--- config.mk ---
export PLATFORM = sky130hd
export DESIGN_NAME = brad_register_access
export DESIGN_NICKNAME = d
export VERILOG_FILES = /design/src/rtl/brad_pkg.sv /design/src/rtl/brad_register_access.sv /design/src/rtl/brad_entry_mem.sv
export VERILOG_INCLUDE_DIRS = /design/src /design/src/rtl
export SDC_FILE = /design/constraint.sdc
export NUM_CORES = 1
export LEC_CHECK = 0
export BUFFER_PORTS_ARGS = -buffer_cell sky130_fd_sc_hd__buf_2
export CAP_MARGIN = 40
export CORE_UTILIZATION = 50
export DETAILED_ROUTE_END_ITERATION = 16
export HOLD_SLACK_MARGIN = 0.02
export PLACE_DENSITY_LB_ADDON = 0.1
export SLEW_MARGIN = 10
export SYNTH_ARGS = -nofsm -noshare
export SYNTH_HDL_FRONTEND = slang
export SYNTH_HIERARCHICAL = 1
export SYNTH_SLANG_ARGS = --single-unit
export TNS_END_PERCENT = 10
--- constraint.sdc ---
create_clock -name mclk_i -period 16.73 [get_ports mclk_i]
set_input_delay 0.8365 -clock mclk_i [delete_from_list [all_inputs] [get_ports mclk_i]]
set_output_delay 0.8365 -clock mclk_i [all_outputs]
set_load 0.02 [all_outputs]
--- src/rtl/brad_cfg.svh ---
`ifndef BRAD_CFG_SVH
`define BRAD_CFG_SVH

// Configuration space byte offsets held in this block
`define BRAD_CFG_RELOC_OFS 8'h71
`define BRAD_CFG_BTMR_LO_OFS 8'h80
`define BRAD_CFG_BTMR_HI_OFS 8'h81

// Reserved configuration ranges, inclusive
`define BRAD_CFG_RSV0_LO 8'h09
`define BRAD_CFG_RSV0_HI 8'h3F
`define BRAD_CFG_RSV1_LO 8'h50
`define BRAD_CFG_RSV1_HI 8'h53
`define BRAD_CFG_SG_OFS 8'h57
`define BRAD_CFG_RSV2_LO 8'h58
`define BRAD_CFG_RSV2_HI 8'h5F
`define BRAD_CFG_RSV3_LO 8'h64
`define BRAD_CFG_RSV3_HI 8'h6F
`define BRAD_CFG_PICCTL_OFS 8'h70
`define BRAD_CFG_RSV4_LO 8'h72
`define BRAD_CFG_RSV4_HI 8'h7F
`define BRAD_CFG_RSV5_LO 8'h82
`define BRAD_CFG_RSV5_HI 8'h9F
`define BRAD_CFG_RSV6_OFS 8'hA1
`define BRAD_CFG_RSV7_OFS 8'hA9
`define BRAD_CFG_RSV8_OFS 8'hAD
`define BRAD_CFG_RSV9_LO 8'hAF

// Relocation register fields
`define BRAD_RELOC_X_MSB 5
`define BRAD_RELOC_X_LSB 2
`define BRAD_RELOC_Y_MSB 1
`define BRAD_RELOC_Y_LSB 0

// Window pair in memory space
`define BRAD_WIN_TOP 16'hFEC0
`define BRAD_SEL_LOW 8'h00
`define BRAD_WIN_LOW 8'h10

// Indirect indices
`define BRAD_IDX_ID 8'h00
`define BRAD_IDX_VER 8'h01
`define BRAD_IDX_ARB 8'h02
`define BRAD_IDX_RED_FIRST 8'h10
`define BRAD_IDX_RED_LAST 8'h2F
`define BRAD_ENTRY_WORDS 32

// BIOS timer base register
`define BRAD_BTMR_EN_BIT 0

// I/O locations also broadcast to ISA
`define BRAD_FWD_A 16'h0070
`define BRAD_FWD_B 16'h0060
`define BRAD_FWD_C 16'h0092
`define BRAD_FWD_D 16'h03F2
`define BRAD_FWD_E 16'h0372
`define BRAD_FWD_F 16'h00F0

// Default values
`define BRAD_RELOC_RST 8'h00
`define BRAD_BTMR_RST 16'h0000
`define BRAD_SEL_RST 8'h00
`define BRAD_ID_RST 32'h0000_0000
`define BRAD_ENTRY_RST 32'h0000_0000

`endif

--- src/rtl/brad_pkg.sv ---
package brad_pkg;

  // Cycle type of an incoming access
  typedef enum logic [1:0] {
    BRAD_SP_CFG,
    BRAD_SP_IO,
    BRAD_SP_MEM,
    BRAD_SP_ISA_IO
  } brad_space_type;

  // Decoded target
  typedef enum logic [2:0] {
    BRAD_K_NONE,
    BRAD_K_CFG,
    BRAD_K_LEGACY,
    BRAD_K_SEL,
    BRAD_K_WIN
  } brad_kind_type;

  typedef enum logic {
    BRAD_IDLE,
    BRAD_ANSWER
  } brad_state_type;

  typedef struct packed {
    logic valid;
    brad_space_type space;
    logic write;
    logic [31:0] addr;
    logic [3:0] be_n;
    logic [31:0] wdata;
  } brad_req_type;

  typedef struct packed {
    logic done;
    logic hit;
    logic retry;
    logic target_abort;
    logic forward_isa;
    logic [31:0] rdata;
  } brad_resp_type;

endpackage

--- src/rtl/brad_register_access.sv ---
`timescale 1ns/1ps
`default_nettype none
`include "brad_cfg.svh"

// Behaviour
// - Test input high disables every output but the result pin; board ties it low otherwise.
// - Result pin shows NAND tree in test, speaker tone otherwise in redirect variant.
// - Reserved configuration bytes complete normally, read zero, ignore writes.
// - Hard reset pin loads every register with its default.
// - Configuration registers only via configuration cycles, offset AD[7:2], lanes C/BE#.
// - Configuration accepts byte, word, dword accesses, little-endian.
// - Legacy registers reachable from PCI, a subset from ISA.
// - Legacy multi-byte PCI access, except BIOS timer, ends in target-abort.
// - BIOS timer accepts byte, word or dword accesses.
// - Legacy accesses stay internal except 70h,60h,92h,3F2h,372h,F0h also forwarded.
// - PCI access retried while ISA master or DMA owns ISA bus.
// - BIOS timer accesses forwarded only while the timer is disabled.
// - Select and window registers, 32-bit, relocatable, 128-bit aligned in memory.
// - Select at FEC0_xy00, window at FEC0_xy10, x,y from relocation fields.
// - Select bits 7:0 pick index; window is 32-bit access to it.
// - Each entry uses even index for bits 31:0, odd for 63:32.
// - Index 00h ID rw, 01h version ro, 02h arbitration ro, 10h-2Fh entries.
module brad_register_access
  import brad_pkg::*;
#(
  parameter int TREE_W = 8,
  parameter bit HAS_REDIRECT = 1'b1,
  parameter logic [31:0] UNIT_VERSION = 32'h0000_0000, // Arbitrary value
  parameter logic [31:0] UNIT_ARB_ID = 32'h0000_0000 // Arbitrary value
) (
  // Clock and reset
  input wire logic mclk_i,
  input wire logic reset_i,
  // Pins
  input wire logic hard_reset_in_n_i,
  input wire logic test_i,
  input wire logic [TREE_W-1:0] nand_tree_pins_i,
  input wire logic speaker_tone_i,
  output logic outputs_enable_o,
  output logic tone_or_tree_result_out_o,
  // Access requests and answers
  input wire brad_req_type req_i,
  output logic req_ready_o,
  input wire logic isa_owned_i,
  output brad_resp_type resp_o,
  // Other register slices
  output brad_req_type ext_req_o,
  input wire logic [31:0] ext_rdata_i
);

  localparam int SW = TREE_W + 2;
  localparam int EAW = $clog2(`BRAD_ENTRY_WORDS);
  localparam logic [7:0] WIN_LOW = `BRAD_WIN_LOW;

  // More than one byte lane enabled
  function automatic logic multi_lane(input logic [3:0] be_n);
    logic [2:0] n;
    n = 3'(!be_n[0]) + 3'(!be_n[1]) + 3'(!be_n[2]) + 3'(!be_n[3]);
    return n > 3'd1;
  endfunction

  // Lowest enabled byte lane
  function automatic logic [1:0] first_lane(input logic [3:0] be_n);
    logic [1:0] l;
    l = 2'd0;
    for (int i = 3; i >= 0; i--) begin
      if (!be_n[i]) begin
        l = 2'(i);
      end
    end
    return l;
  endfunction

  // Reserved configuration byte
  function automatic logic cfg_reserved(input logic [7:0] o);
    logic r;
    r = (o >= `BRAD_CFG_RSV0_LO && o <= `BRAD_CFG_RSV0_HI) ||
        (o >= `BRAD_CFG_RSV1_LO && o <= `BRAD_CFG_RSV1_HI) ||
        (o >= `BRAD_CFG_RSV2_LO && o <= `BRAD_CFG_RSV2_HI) ||
        (o >= `BRAD_CFG_RSV3_LO && o <= `BRAD_CFG_RSV3_HI) ||
        (o >= `BRAD_CFG_RSV4_LO && o <= `BRAD_CFG_RSV4_HI) ||
        (o >= `BRAD_CFG_RSV5_LO && o <= `BRAD_CFG_RSV5_HI) ||
        o == `BRAD_CFG_RSV6_OFS || o == `BRAD_CFG_RSV7_OFS ||
        o == `BRAD_CFG_RSV8_OFS || o >= `BRAD_CFG_RSV9_LO;
    if (HAS_REDIRECT) begin
      r = r || o == `BRAD_CFG_SG_OFS;
    end else begin
      r = r || o == `BRAD_CFG_PICCTL_OFS || o == `BRAD_CFG_RELOC_OFS;
    end
    return r;
  endfunction

  // Configuration byte held in this block
  function automatic logic cfg_own(input logic [7:0] o);
    return (HAS_REDIRECT && o == `BRAD_CFG_RELOC_OFS) ||
           o == `BRAD_CFG_BTMR_LO_OFS || o == `BRAD_CFG_BTMR_HI_OFS;
  endfunction

  // Legacy locations also broadcast to ISA
  function automatic logic io_forwarded(input logic [15:0] a);
    return a == `BRAD_FWD_A || a == `BRAD_FWD_B || a == `BRAD_FWD_C ||
           a == `BRAD_FWD_D || a == `BRAD_FWD_E || a == `BRAD_FWD_F;
  endfunction

  logic [SW-1:0] sync_a;
  logic [SW-1:0] sync_b;
  logic hard_rst;
  logic test_mode;
  logic [TREE_W-1:0] chain;
  logic [7:0] reloc;
  logic [15:0] btmr_base;
  logic [7:0] sel_idx;
  logic [31:0] unit_id;
  logic sweeping;
  logic [EAW-1:0] sweep_cnt;
  brad_state_type state;
  logic take;
  logic wr_ok;
  brad_kind_type kind;
  logic retry;
  logic abort;
  logic forward;
  logic [3:0] ext_be_n;
  logic [31:0] win_base;
  logic btmr_hit;
  logic idx_entry;
  brad_kind_type h_kind;
  logic h_retry;
  logic h_abort;
  logic h_forward;
  logic [3:0] h_be_n;
  logic [7:0] h_dw;
  logic [7:0] h_idx;
  logic [31:0] mem_rdata;
  logic mem_we;
  logic [EAW-1:0] mem_waddr;
  logic [31:0] mem_wdata;
  logic [EAW-1:0] mem_raddr;
  logic [31:0] next_rdata;

  // Two-flop synchronisers for pins
  always_ff @(posedge mclk_i or posedge reset_i) begin
    if (reset_i) begin
      sync_a <= '0;
      sync_b <= '0;
    end else begin
      sync_a <= {hard_reset_in_n_i, test_i, nand_tree_pins_i};
      sync_b <= sync_a;
    end
  end

  assign hard_rst = ~sync_b[SW-1];
  assign test_mode = sync_b[SW-2];

  // NAND tree chain over the input pins
  assign chain[0] = sync_b[0];
  for (genvar i = 1; i < TREE_W; i++) begin : g_tree
    assign chain[i] = ~(chain[i-1] & sync_b[i]);
  end

  // Shared result/tone pin and global output enable
  always_ff @(posedge mclk_i or posedge reset_i) begin
    if (reset_i) begin
      tone_or_tree_result_out_o <= 1'b0;
    end else if (test_mode) begin
      tone_or_tree_result_out_o <= chain[TREE_W-1];
    end else begin
      tone_or_tree_result_out_o <= HAS_REDIRECT ? speaker_tone_i : 1'b0;
    end
  end

  assign outputs_enable_o = ~test_mode;

  // Window pair location from relocation fields
  assign win_base = {`BRAD_WIN_TOP, reloc[`BRAD_RELOC_X_MSB:`BRAD_RELOC_X_LSB],
                     reloc[`BRAD_RELOC_Y_MSB:`BRAD_RELOC_Y_LSB], 2'b00, 8'h00};
  assign btmr_hit = req_i.addr[15:2] == btmr_base[15:2];
  assign idx_entry = sel_idx >= `BRAD_IDX_RED_FIRST && sel_idx <= `BRAD_IDX_RED_LAST;

  // Decode of the offered request
  always_comb begin
    kind = BRAD_K_NONE;
    abort = 1'b0;
    forward = 1'b0;
    ext_be_n = req_i.be_n;
    case (req_i.space)
      BRAD_SP_CFG: begin
        kind = BRAD_K_CFG;
        for (int i = 0; i < 4; i++) begin
          if (cfg_reserved({req_i.addr[7:2], 2'(i)}) || cfg_own({req_i.addr[7:2], 2'(i)})) begin
            ext_be_n[i] = 1'b1;
          end
        end
      end
      BRAD_SP_IO: begin
        kind = BRAD_K_LEGACY;
        if (btmr_hit) begin
          forward = ~btmr_base[`BRAD_BTMR_EN_BIT];
        end else begin
          abort = multi_lane(req_i.be_n);
          forward = ~abort & io_forwarded({req_i.addr[15:2], first_lane(req_i.be_n)});
        end
      end
      BRAD_SP_ISA_IO: begin
        kind = BRAD_K_LEGACY;
      end
      BRAD_SP_MEM: begin
        if (HAS_REDIRECT && req_i.addr[31:2] == win_base[31:2]) begin
          kind = BRAD_K_SEL;
        end else if (HAS_REDIRECT && req_i.addr[31:8] == win_base[31:8] && req_i.addr[7:2] == WIN_LOW[7:2]) begin
          kind = BRAD_K_WIN;
        end
      end
      default: begin
        kind = BRAD_K_NONE;
      end
    endcase
    retry = isa_owned_i && kind != BRAD_K_NONE && req_i.space != BRAD_SP_ISA_IO;
    if (retry) begin
      abort = 1'b0;
      forward = 1'b0;
    end
  end

  assign req_ready_o = state == BRAD_IDLE && !hard_rst && !sweeping;
  assign take = req_i.valid & req_ready_o;
  assign wr_ok = take & req_i.write & ~retry & ~abort;

  // Access sequencing
  always_ff @(posedge mclk_i or posedge reset_i) begin
    if (reset_i) begin
      state <= BRAD_IDLE;
    end else if (hard_rst) begin
      state <= BRAD_IDLE;
    end else begin
      case (state)
        BRAD_IDLE: begin
          if (take) begin
            state <= BRAD_ANSWER;
          end
        end
        BRAD_ANSWER: begin
          state <= BRAD_IDLE;
        end
        default: begin
          state <= BRAD_IDLE;
        end
      endcase
    end
  end

  // Request details held for the answer cycle
  always_ff @(posedge mclk_i or posedge reset_i) begin
    if (reset_i) begin
      h_kind <= BRAD_K_NONE;
      h_retry <= 1'b0;
      h_abort <= 1'b0;
      h_forward <= 1'b0;
      h_be_n <= 4'hF;
      h_dw <= 8'h00;
      h_idx <= 8'h00;
    end else if (take) begin
      h_kind <= kind;
      h_retry <= retry;
      h_abort <= abort;
      h_forward <= forward;
      h_be_n <= req_i.be_n;
      h_dw <= {req_i.addr[7:2], 2'b00};
      h_idx <= sel_idx;
    end
  end

  // Strobe towards the other register slices
  always_ff @(posedge mclk_i or posedge reset_i) begin
    if (reset_i) begin
      ext_req_o <= '0;
    end else begin
      ext_req_o <= req_i;
      ext_req_o.valid <= take && !retry && !abort && (kind == BRAD_K_CFG || kind == BRAD_K_LEGACY);
      ext_req_o.be_n <= ext_be_n;
    end
  end

  // Configuration bytes held here, byte lanes little-endian
  always_ff @(posedge mclk_i or posedge reset_i) begin
    if (reset_i) begin
      reloc <= `BRAD_RELOC_RST;
      btmr_base <= `BRAD_BTMR_RST;
    end else if (hard_rst) begin
      reloc <= `BRAD_RELOC_RST;
      btmr_base <= `BRAD_BTMR_RST;
    end else if (wr_ok && kind == BRAD_K_CFG) begin
      for (int i = 0; i < 4; i++) begin
        if (!req_i.be_n[i]) begin
          if (HAS_REDIRECT && {req_i.addr[7:2], 2'(i)} == `BRAD_CFG_RELOC_OFS) begin
            reloc <= req_i.wdata[8*i +: 8];
          end
          if ({req_i.addr[7:2], 2'(i)} == `BRAD_CFG_BTMR_LO_OFS) begin
            btmr_base[7:0] <= req_i.wdata[8*i +: 8];
          end
          if ({req_i.addr[7:2], 2'(i)} == `BRAD_CFG_BTMR_HI_OFS) begin
            btmr_base[15:8] <= req_i.wdata[8*i +: 8];
          end
        end
      end
    end
  end

  // Select register and unit identifier
  always_ff @(posedge mclk_i or posedge reset_i) begin
    if (reset_i) begin
      sel_idx <= `BRAD_SEL_RST;
      unit_id <= `BRAD_ID_RST;
    end else if (hard_rst) begin
      sel_idx <= `BRAD_SEL_RST;
      unit_id <= `BRAD_ID_RST;
    end else if (wr_ok && kind == BRAD_K_SEL && !req_i.be_n[0]) begin
      sel_idx <= req_i.wdata[7:0];
    end else if (wr_ok && kind == BRAD_K_WIN && sel_idx == `BRAD_IDX_ID) begin
      unit_id <= req_i.wdata;
    end
  end

  // Entry clearing sweep after hard reset
  always_ff @(posedge mclk_i or posedge reset_i) begin
    if (reset_i) begin
      sweeping <= 1'b0;
      sweep_cnt <= '0;
    end else if (hard_rst) begin
      sweeping <= 1'b1;
      sweep_cnt <= '0;
    end else if (sweeping) begin
      sweep_cnt <= sweep_cnt + 1'b1;
      sweeping <= sweep_cnt != EAW'(`BRAD_ENTRY_WORDS - 1);
    end
  end

  // Entry storage port control, even index low half, odd index high half
  always_comb begin
    mem_raddr = EAW'(sel_idx - `BRAD_IDX_RED_FIRST);
    mem_we = sweeping || (wr_ok && kind == BRAD_K_WIN && idx_entry);
    mem_waddr = sweeping ? sweep_cnt : mem_raddr;
    mem_wdata = sweeping ? `BRAD_ENTRY_RST : req_i.wdata;
  end

  brad_entry_mem #(
    .AW(EAW),
    .DW(32)
  ) u_entries (
    .mclk_i(mclk_i),
    .reset_i(reset_i),
    .wr_en_i(mem_we),
    .wr_addr_i(mem_waddr),
    .wr_data_i(mem_wdata),
    .rd_addr_i(mem_raddr),
    .rd_data_o(mem_rdata)
  );

  // Read data for the answer cycle
  always_comb begin
    next_rdata = 32'h0000_0000;
    case (h_kind)
      BRAD_K_CFG: begin
        for (int i = 0; i < 4; i++) begin
          if (!h_be_n[i]) begin
            if (cfg_reserved(h_dw | 8'(i))) begin
              next_rdata[8*i +: 8] = 8'h00;
            end else if ((h_dw | 8'(i)) == `BRAD_CFG_BTMR_LO_OFS) begin
              next_rdata[8*i +: 8] = btmr_base[7:0];
            end else if ((h_dw | 8'(i)) == `BRAD_CFG_BTMR_HI_OFS) begin
              next_rdata[8*i +: 8] = btmr_base[15:8];
            end else if (!cfg_own(h_dw | 8'(i))) begin
              next_rdata[8*i +: 8] = ext_rdata_i[8*i +: 8];
            end
          end
        end
      end
      BRAD_K_LEGACY: begin
        next_rdata = ext_rdata_i;
      end
      BRAD_K_SEL: begin
        next_rdata = {24'h00_0000, sel_idx};
      end
      BRAD_K_WIN: begin
        if (h_idx == `BRAD_IDX_ID) begin
          next_rdata = unit_id;
        end else if (h_idx == `BRAD_IDX_VER) begin
          next_rdata = UNIT_VERSION;
        end else if (h_idx == `BRAD_IDX_ARB) begin
          next_rdata = UNIT_ARB_ID;
        end else if (h_idx >= `BRAD_IDX_RED_FIRST && h_idx <= `BRAD_IDX_RED_LAST) begin
          next_rdata = mem_rdata;
        end
      end
      default: begin
        next_rdata = 32'h0000_0000;
      end
    endcase
    if (h_retry || h_abort) begin
      next_rdata = 32'h0000_0000;
    end
  end

  // Registered one-cycle answer
  always_ff @(posedge mclk_i or posedge reset_i) begin
    if (reset_i) begin
      resp_o <= '0;
    end else begin
      resp_o.done <= state == BRAD_ANSWER;
      resp_o.hit <= state == BRAD_ANSWER && h_kind != BRAD_K_NONE;
      resp_o.retry <= state == BRAD_ANSWER && h_retry;
      resp_o.target_abort <= state == BRAD_ANSWER && h_abort;
      resp_o.forward_isa <= state == BRAD_ANSWER && h_forward;
      resp_o.rdata <= state == BRAD_ANSWER ? next_rdata : 32'h0000_0000;
    end
  end

endmodule

`default_nettype wire

--- src/rtl/brad_entry_mem.sv ---
`timescale 1ns/1ps
`default_nettype none

module brad_entry_mem #(
  parameter int AW = 5,
  parameter int DW = 32
) (
  // Clock and reset
  input wire logic mclk_i,
  input wire logic reset_i,
  // Write port
  input wire logic wr_en_i,
  input wire logic [AW-1:0] wr_addr_i,
  input wire logic [DW-1:0] wr_data_i,
  // Read port
  input wire logic [AW-1:0] rd_addr_i,
  output logic [DW-1:0] rd_data_o
);

  logic [DW-1:0] mem [0:(1<<AW)-1];

  // Storage array, no reset
  always_ff @(posedge mclk_i) begin
    if (wr_en_i) begin
      mem[wr_addr_i] <= wr_data_i;
    end
  end

  // Registered read data
  always_ff @(posedge mclk_i or posedge reset_i) begin
    if (reset_i) begin
      rd_data_o <= '0;
    end else begin
      rd_data_o <= mem[rd_addr_i];
    end
  end

endmodule

`default_nettype wire

---- Word level (Yosys, flattened, before mapping) ----
Memories as Yosys holds them, arrays and structs flattened. A register that Yosys moved wholly into a read port is not among the register bits.
Cells that the tools add are included.
W data, S select, Z words.
word-level totals
  register bits ........................... 223
  bits in latches ......................... 0
  RAM bits ................................ 1024
  memory bits (read-only) ................. 0
  memories ................................ 1
operators by class
  add/sub/neg operators ................... 5
  $mul .................................... 0
  divide/modulo/power cells ............... 0
  magnitude comparators ................... 109
  eq/ne operators ......................... 44
  shifts and indexed selects .............. 0
  mux-type cells .......................... 77
  bitwise gates (word level) .............. 25
  reductions and logical operators ........ 151
memory list
  name           words  bits a word  read ports  clocked after memory_dff  wr ports  RTL line              text
  u_entries.mem  32     32           1           1                         1         brad_entry_mem.sv:20  logic [DW-1:0] mem [0:(1<<AW)-1];
operator list
  cell                    number
  $mux W32                10
  $ge A8 B7 Y1 const B    32
  $le A8 B7 Y1 const B    32
  $ge A8 B8 Y1 const B    16
  $mux W8                 16
  $pmux W32 S4            1
  $le A8 B6 Y1 const B    10
  $logic_and A1 B1 Y1     68
  $logic_or A1 B1 Y1      68
  $ge A8 B4 Y1 const B    8
  $le A8 B8 Y1 const B    8
  $eq A6 B6 Y1 const B    8
  $mux W16                3
  $eq A16 B10 Y1 const B  2
  $eq A16 B7 Y1 const B   2
  $eq A16 B8 Y1 const B   2
  $eq A30 B30 Y1          1
  $mux W1                 29
  $eq A24 B24 Y1          1
  $eq A6 B5 Y1 const B    4
  $mux W6                 4
  $ge A8 B5 Y1 const B    2
  $logic_not A8 Y1        2
  $mux W5                 3
  31 further kinds        79

---- Depth between registers and ports, before layout ----
Gate-level depths: netlist of run 1.
  depth after elaboration ................. 18
  depth in mapped cells ................... 11

---- Modules after synthesis ----
The synthesis of run 1 kept the hierarchy.
modules (own cells, without submodules)
  module                times used  cells each  area each (um2)  sequential area each (um2)
  brad_entry_mem        1           2261        40651.5          31550.3
  brad_register_access  1           931         9992.1           5585.4

---- Least setup slack after synthesis of run 1 ----
No wires, ideal clock.
  path kind ............................... input port to flip-flop
  from .................................... input req_i[39] (netlist bit)
  to ...................................... memory u_entries.mem[24][0], enable pin
  setup time .............................. 0.421 ns
  arrival time ............................ 4.130 ns
  setup slack ............................. 12.179 ns
  stages .................................. 11
  path buffers ............................ 4
  cell sequence ........................... buf_4 > nor4b_1 > and4_1 > and4_1 > buf_2 > buf_2 > nand3_1 > nand2_1 > or3b_2 > clkbuf_1 > nor2_1
between the ends
  longest elaborated chain between the ends .. 16
  elaborated cells between the ends (all ways) .. 23
  those cells by class .................... eq/ne: 4; mux: 8; bitwise: 4; reduce/logical: 7
ends and longest elaborated chain
  element                                             RTL line                                                  text
  from (decl)                                         brad_register_access.sv:42                                input wire brad_req_type req_i,
  $eq A6 B3 Y1                                        brad_register_access.sv:210                               end else if (HAS_REDIRECT && req_i.addr[31:8] == win_base[31:8] && req_i.addr[7:2] == WIN_LOW[7:2]) begin
  $logic_and A1 B1 Y1                                 brad_register_access.sv:210
  $mux W3                                             brad_register_access.sv:210
  $mux W3                                             brad_register_access.sv:208                               if (HAS_REDIRECT && req_i.addr[31:2] == win_base[31:2]) begin
  $pmux W3 S3                                         brad_register_access.sv:186                               case (req_i.space)
  $reduce_bool A3 Y1                                  brad_register_access.sv:218                               retry = isa_owned_i && kind != BRAD_K_NONE && req_i.space != BRAD_SP_ISA_IO;
  $logic_and A1 B1 Y1 (2 in a row)                    brad_register_access.sv:218
  $not A1 Y1 / $mux W1 (equally long branches)        brad_register_access.sv:227, brad_register_access.sv:219
  $and A1 B1 Y1 / $not A1 Y1 (equally long branches)  brad_register_access.sv:227                               assign wr_ok = take & req_i.write & ~retry & ~abort;
  $and A1 B1 Y1                                       brad_register_access.sv:227
  $logic_and A1 B1 Y1 (*) (2 in a row)                brad_register_access.sv:341                               mem_we = sweeping || (wr_ok && kind == BRAD_K_WIN && idx_entry);
  $logic_or A1 B1 Y1 (*)                              brad_register_access.sv:341
  via mem_we                                          brad_register_access.sv:135                               logic mem_we;
  $mux W1 (*)                                         brad_entry_mem.sv:24                                      if (wr_en_i) begin
  $mux W1 (implied by the code) (*)                   brad_entry_mem.sv:25                                      mem[wr_addr_i] <= wr_data_i;
  to (decl)                                           brad_entry_mem.sv:20
The timed path passes the listed nets; every way through them passes the cells marked *.

---- Final worst setup path of run 1 ----
  from .................................... register sync_b[9]
  to ...................................... memory u_entries.mem[4][15], enable pin
between the ends
  longest elaborated chain between the ends .. 11
ends and longest elaborated chain
  element                           RTL line                     text
  from (decl)                       brad_register_access.sv:106  logic [SW-1:0] sync_b;
  from (signal assigned)            brad_register_access.sv:148  sync_b <= sync_a;
  $logic_and A1 B1 Y1 (2 in a row)  brad_register_access.sv:225  assign req_ready_o = state == BRAD_IDLE && !hard_rst && !sweeping;
  $and A1 B1 Y1                     brad_register_access.sv:226  assign take = req_i.valid & req_ready_o;
  $and A1 B1 Y1 (3 in a row)        brad_register_access.sv:227
  $logic_and A1 B1 Y1 (2 in a row)  brad_register_access.sv:341
  $logic_or A1 B1 Y1                brad_register_access.sv:341
  via mem_we                        brad_register_access.sv:135
  $mux W1                           brad_entry_mem.sv:24
  $mux W1 (implied by the code)     brad_entry_mem.sv:25
The timed path passes the listed nets, and every way through them passes these cells.

==> flow_summary.json, run 1 <==
{
  "drtPass1Iterations": 7,
  "r2r-start": "sync_b[9]",
  "ff2ff_path_depth": 10,
  "slew_violations": 0,
  "syn_area_um2": 50600,
  "setup_viol": 0,
  "grt_pass1_vias": 29099,
  "clk_latency_ns": 0.75,
  "grtUsageTotal": 0.274,
  "netlist_instances": 3192,
  "die_w_um": 320,
  "reg2reg_slack_ns": 11.83,
  "synth.top_cell.area_share": 0.607,
  "cts_buffers": 136,
  "power_switching_share": 0.202,
  "boundaryPins": 230,
  "yosys.area.top_type": "edfxtp_1",
  "route.detailed.drc": 0,
  "fin_nets": 3595,
  "cp-startpoint": "sync_b[9]",
  "gpl.final_weighted_congestion": 0.941,
  "syn-num-nets": 3313,
  "crit_chain": "nand4bb_4, clkinv_2, o21ai_0, nor3_4, buf_4, nand3_1, nand2_1, or3b_2, nor2_4, buf_16",
  "worstMarginPinSlew_ns": 0.895,
  "fin_worst_skew_ns": 0.0333,
  "antenna_left": 0,
  "ys_async_sr_fraction": 0.199,
  "dr_total_vias": 29586,
  "power_frac_clock": 0.449,
  "r2r-end": "u_entries/mem[4][15]",
  "hold_viol_final": 0,
  "cts_tree": "yes",
  "via_per_inst": 5.99,
  "cap_violations": 0,
  "clk_pin_slew_ns": 0.06,
  "post-route-period-util": 0.293,
  "drive_above_1_share": 0.178,
  "ys_ff_latch": 1279,
  "cts-root-buf": "clkbuf_16",
  "htreeDepth": 4,
  "ys_seq_area_frac": 0.733,
  "grt_max_degree": 114,
  "crit_family": "simple AND/OR/NAND/NOR gates",
  "power_frac_comb": 0.023,
  "switchingPower_uw": 1320,
  "post_drt_wl_per_cell_um": 28.4,
  "maxSlewHeadroom": 0.404,
  "port_buffers": 229,
  "start_util": 0.505,
  "setup-tns-final_ns": 0,
  "fin_util": 0.592,
  "period_minus_slack_ns": 4.90,
  "p_per_area_nw_per_um2": 110,
  "p_int_uw": 5210,
  "die_area_um2": 103000,
  "startpoint_type": "flip-flop",
  "drt-initial-drc-count": 3253,
  "power_leakage_uw": 0.0201,
  "status": "completed",
  "core_um2": 100000,
  "wirelength_um": 140000,
  "max_clock_freq_mhz": 204,
  "post_cts_resized": 0,
  "antenna_found_initial": 2,
  "synthTopCellsByArea": "edfxtp_1, dfrtp_1, mux2i_1",
  "crit_type": "flip-flop to flip-flop",
  "vdd_ir_drop_max_mv": 0.0838,
  "postCtsSetupRepairBufs": 0,
  "synth_cell_types": 87,
  "die_y_um": 320,
  "synth_area_per_cell_um2": 15.9,
  "cts_buffer_depth": 3,
  "path_max_fanout": 33,
  "worst-path-buf-inv": 3,
  "overflow": 0,
  "ys.flop_type": "edfxtp_1",
  "dp_hpwl_um": 94000,
  "syn_to_final_growth_pct": 17.2,
  "grt_setup_unrepaired": "false",
  "hp-class": "input port to async pin",
  "holdBufCountCts": 0,
  "cts.sinks": 1279,
  "placementRows": 116,
  "ys_warn_count": 6,
  "cp.arrival_ns": 5.32,
  "synth-edff-count": 1024,
  "cpPeakStageDelay_ns": 0.79,
  "cpMaxStageDelayCell": "dfrtp_1",
  "seqPwrFrac": 0.528,
  "cp-end-kind": "flip-flop",
  "worstPathRequired_ns": 17.16,
  "grt_pass1_wl_um": 202000
}
## final cells by class
type                            instances  area, um2
Fill cell                            7610      41000
Sequential cell                      1279      37100
Multi-Input combinational cell       1695      12900
Clock buffer                          185       3800
Timing Repair Buffer                  335       3150
Tap cell                             1357       1700
Clock inverter                         64        569
Inverter                               27        110
Antenna cell                            1       2.50
## cells in the mapped netlist (4+ instances only)
master	number
nor4b_1	5
nand3b_1	8
nand4_1	45
a31oi_1	37
nand2_1	195
nor3_1	38
o21ai_1	11
o21ai_0	61
xor2_1	9
o22a_1	11
buf_2	53
a22o_1	83
a211oi_1	4
edfxtp_1	1024
mux2i_1	552
inv_1	25
nor4_1	4
buf_6	17
clkbuf_1	72
or2_2	5
nor2b_1	39
mux2_2	4
nand2b_1	10
nor2_1	85
dfrtp_1	251
dfstp_2	4
o221ai_1	5
a21oi_1	157
buf_4	37
a22oi_1	113
nand3_1	104
buf_1	10
nand4b_1	4
o22ai_1	12
and2_1	5
xnor2_1	17
## state kept, by name, summed over array words and instances (netlist names)
name	count
sync_b	10
h_abort	1
sweeping	1
h_kind	3
h_be_n	4
sweep_cnt	5
reloc	6
sel_idx	8
unit_id	32
u_entries/rd_data_o	32
ext_req_o	72
sync_a	10
u_entries/mem	1024
btmr_base	16
h_idx	8
resp_o	37
h_retry	1
state	1
h_forward	1
tone_or_tree_result_out_o	1
h_dw	6
## logic make-up (layout without fill, tap and decap cells)
logic type	after synthesis	after routing	synth area share
AO/OA/AOI/OAI	522	522	0.0688
XOR/XNOR	26	26	0.00450
adder cells (fa/ha/maj)	3	3	0.000889
buffers and inverters	218	611	0.0229
flip-flops	1279	1279	0.733
multiplexers	556	556	0.110
other	0	1	0
AND/OR/NAND/NOR	588	588	0.0596
## placed cells by master, fill, tap and decap left out, types with 38 or more instances in the layout
master	count
a21oi_1	157
a22o_1	83
a22oi_1	113
buf_16	43
buf_2	229
clkbuf_16	144
dfrtp_1	249
edfxtp_1	1024
mux2i_1	552
nand2_1	195
nand3_1	104
nand4_1	45
nor2_1	52
nor3_1	38
o21ai_0	60
## layer usage
layer | vias to the layer above | track usage | wire length [um]
met5 | - | 0 | 0
met4 | 0 | 0.0903 | 4430
met3 | 212 | 0.0451 | 10000
met2 | 1232 | 0.442 | 66900
met1 | 15234 | 0.382 | 58800
li1 | 12908 | - | -
## worst max path at each step
stage / cells past startpoint / slack (ns) / end
floorplan: 1 / 9.79 / btmr_base[0]
global placement: 10 / 11.44 / u_entries/mem[11][1]
detailed placement: 11 / 11.83 / u_entries/mem[12][24]
CTS: 10 / 11.90 / u_entries/mem[12][29]
global route: 10 / 11.60 / u_entries/mem[16][6]
finish: 10 / 11.83 / u_entries/mem[4][15]
## power by group through the flow
stage / logic [uW] / clock network, uW / registers, uW
floorplan: 58.2 / 0 / 3530
global placement: 137 / 0 / 3510
detailed placement: 150 / 0 / 3510
CTS: 151 / 2970 / 3450
global route: 159 / 3100 / 3450
finish: 149 / 2930 / 3450
## per-stage QoR
step	power, uW	instance area (um2)	hold WS (ns)	cells	worst slack (ns)
2_1_floorplan	3580	50600	0.331	3192	9.79
3_3_place_gp	3650	53200	0.339	4621	11.44
3_5_place_dp	3660	54900	0.337	4692	11.83
4_1_cts	6570	59300	0.0899	4941	11.90
5_1_grt	6710	59300	0.119	4942	11.60
6_report	6530	59300	0.117	4943	11.83
(Power assumes the default switching activity.)
==> run 2: changes to the inputs <==
==> constraint.sdc (replaced) <==
create_clock -name mclk_i -period 5 [get_ports mclk_i]
set_input_delay 0.25 -clock mclk_i [delete_from_list [all_inputs] [get_ports mclk_i]]
set_output_delay 0.25 -clock mclk_i [all_outputs]
set_load 0.02 [all_outputs]
==> run 2 against run 1 <==
  * First-iteration DRC count decreased by 20%
  * Design area increased by 0.46%
  * Highest routed layer is now met5
  * Combinational power grew to 3.6 times the previous value
  * Critical endpoint is now u_entries/mem[11][24]
  * Global-route usage fell by 2.2 points
  * Largest cell class unchanged
  * Worst setup slack lost 11 ns
  * Routed wire length is 7.8% lower
  * Worst hold slack worse by 0.045 ns
  * Cell count increased by 2.5%
  * Via count decreased by 0.32%
  * Register-to-register slack worse by 11 ns
  * Core utilization up 0.27 points
  * Non-clock buffer count rose by 131
==> flow_summary.json, run 2 (same netlist as run 1, synthesis figures left out) <==
{
  "status": "completed",
  "p_per_area_nw_per_um2": 364,
  "postCtsSetupRepairBufs": 0,
  "startpoint_type": "flip-flop",
  "start_util": 0.505,
  "cp.arrival_ns": 4.71,
  "grt_max_degree": 139,
  "grtUsageTotal": 0.252,
  "setup-tns-final_ns": 0,
  "max_clock_freq_mhz": 233,
  "worstMarginPinSlew_ns": 0.984,
  "grt_pass1_wl_um": 191000,
  "power_switching_share": 0.200,
  "hold_ws_ns": 0.0716,
  "htreeDepth": 4,
  "cpPeakStageDelay_ns": 0.94,
  "reg2reg_slack_ns": 0.70,
  "min-delay-start": "req_i[71]",
  "grt_setup_unrepaired": "false",
  "die_area_um2": 103000,
  "core_um2": 100000,
  "clk_latency_ns": 0.74,
  "die_y_um": 320,
  "wirelength_um": 129000,
  "fin_worst_skew_ns": 0.0258,
  "drtPass1Iterations": 5,
  "dr_total_vias": 29490,
  "die_w_um": 320,
  "cap_violations": 0,
  "placed_cells": 4707,
  "via_per_inst": 5.82,
  "period_minus_slack_ns": 4.30,
  "fin_ws_ns": 0.705,
  "overflow": 0,
  "cpMaxStageDelayCell": "nor2_4",
  "syn_to_final_growth_pct": 17.7,
  "path_max_fanout": 29,
  "r2r-start": "state",
  "reg.largest.list": "u_entries/mem x1024, ext_req_o x72, resp_o x37",
  "cp-end-kind": "flip-flop",
  "hp-class": "input port to flip-flop",
  "post_drt_wl_per_cell_um": 25.5,
  "route.detailed.drc": 0,
  "largest_reg_flops": 1024,
  "crit_top_cell": "nand3_1",
  "drive_above_1_share": 0.174,
  "hold_viol_final": 0,
  "min_path_cells": 3,
  "crit_family": "simple AND/OR/NAND/NOR gates",
  "antenna_found_initial": 4,
  "fin_cells": 5066,
  "worst-path-buf-inv": 2,
  "ff2ff_path_depth": 9,
  "r2r-end": "u_entries/mem[11][24]",
  "post_cts_resized": 0,
  "regMostFlops": "u_entries/mem",
  "cts_buffers": 135,
  "dp_hpwl_um": 81500,
  "final_common_cell": "edfxtp_1",
  "hold_end": "h_be_n[2]",
  "power_leakage_uw": 0.0203,
  "p_int_uw": 17300,
  "grt_pass1_vias": 29823,
  "mostFrequentLayoutCells": "edfxtp_1, mux2i_1, dfrtp_1",
  "maxSlewHeadroom": 0.344,
  "crit_type": "flip-flop to flip-flop",
  "gpl.final_weighted_congestion": 0.892,
  "setup_viol": 0,
  "antenna_left": 0,
  "cts-root-buf": "clkbuf_16",
  "post-route-period-util": 0.859,
  "cts_buffer_depth": 3,
  "placementRows": 116,
  "pre_cts_ws_ns": 0.729,
  "cts_tree": "yes",
  "vdd_ir_drop_max_mv": 0.286,
  "power_frac_comb": 0.025,
  "fin_nets": 3725,
  "clk_pin_slew_ns": 0.05,
  "port_buffers": 229,
  "worstPathRequired_ns": 5.42,
  "crit_chain": "nand4bb_4, clkinv_2, o21ai_0, nor3_4, nand3_1, nand2_1, nand3_1, nor2_4, buf_4",
  "switchingPower_uw": 4340,
  "slew_violations": 0,
  "cts.sinks": 1279,
  "boundaryPins": 230,
  "seqPwrFrac": 0.533,
  "power_frac_clock": 0.442,
  "drt-initial-drc-count": 2593
}
run 2: timing repair:
action	in CTS	in global routing
endpoints found under the setup margin	0	0
hold buffers	116	0
hold endpoints to repair	268	0
run 2: worst max path at each step:
stage / startpoint / to / cells after the start
2_1_floorplan: reloc[4] / u_entries/mem[24][0] / 10
3_3_place_gp: state / u_entries/mem[11][22] / 9
3_5_place_dp: state / u_entries/mem[11][28] / 9
4_1_cts: state / u_entries/mem[15][21] / 9
5_1_grt: state / u_entries/mem[15][22] / 9
6_report: state / u_entries/mem[11][24] / 9
run 2: cell type report:
class / instances / area [um2]
Antenna cell: 1 / 2.50
Clock buffer: 191 / 3810
Clock inverter: 50 / 430
Fill cell: 7513 / 40700
Inverter: 27 / 106
Multi-Input combinational cell: 1695 / 12700
Sequential cell: 1279 / 37100
Tap cell: 1357 / 1700
Timing Repair Buffer: 466 / 3670
run 2: tightest hold or removal path, stage by stage:
cell       delay, ns
buf_2           0.12
nand4bb_4       0.29
o21ai_0         0.13
run 2: metal layers:
metal | vias up | routed length [um] | track usage
met5 | - | 12 | 0
met4 | 2 | 3810 | 0.0873
met3 | 241 | 8330 | 0.0445
met2 | 1090 | 60700 | 0.401
met1 | 14997 | 56400 | 0.352
li1 | 13160 | - | -
run 2: power groups by stage:
stage	clock network [uW]	registers, uW	logic (uW)
after floorplan	0	11800	195
after global placement	0	11800	460
after detailed placement	0	11800	470
after CTS	9770	11500	544
after global routing	10200	11500	582
final	9590	11500	541
run 2: metrics by stage:
step	utilization	power, uW	area, um2
6_report	0.594	21700	59600
3_3_place_gp	0.536	12200	53700
4_1_cts	0.594	21900	59600
3_5_place_dp	0.540	12200	54200
2_1_floorplan	-	12000	50600
5_1_grt	0.594	22300	59600
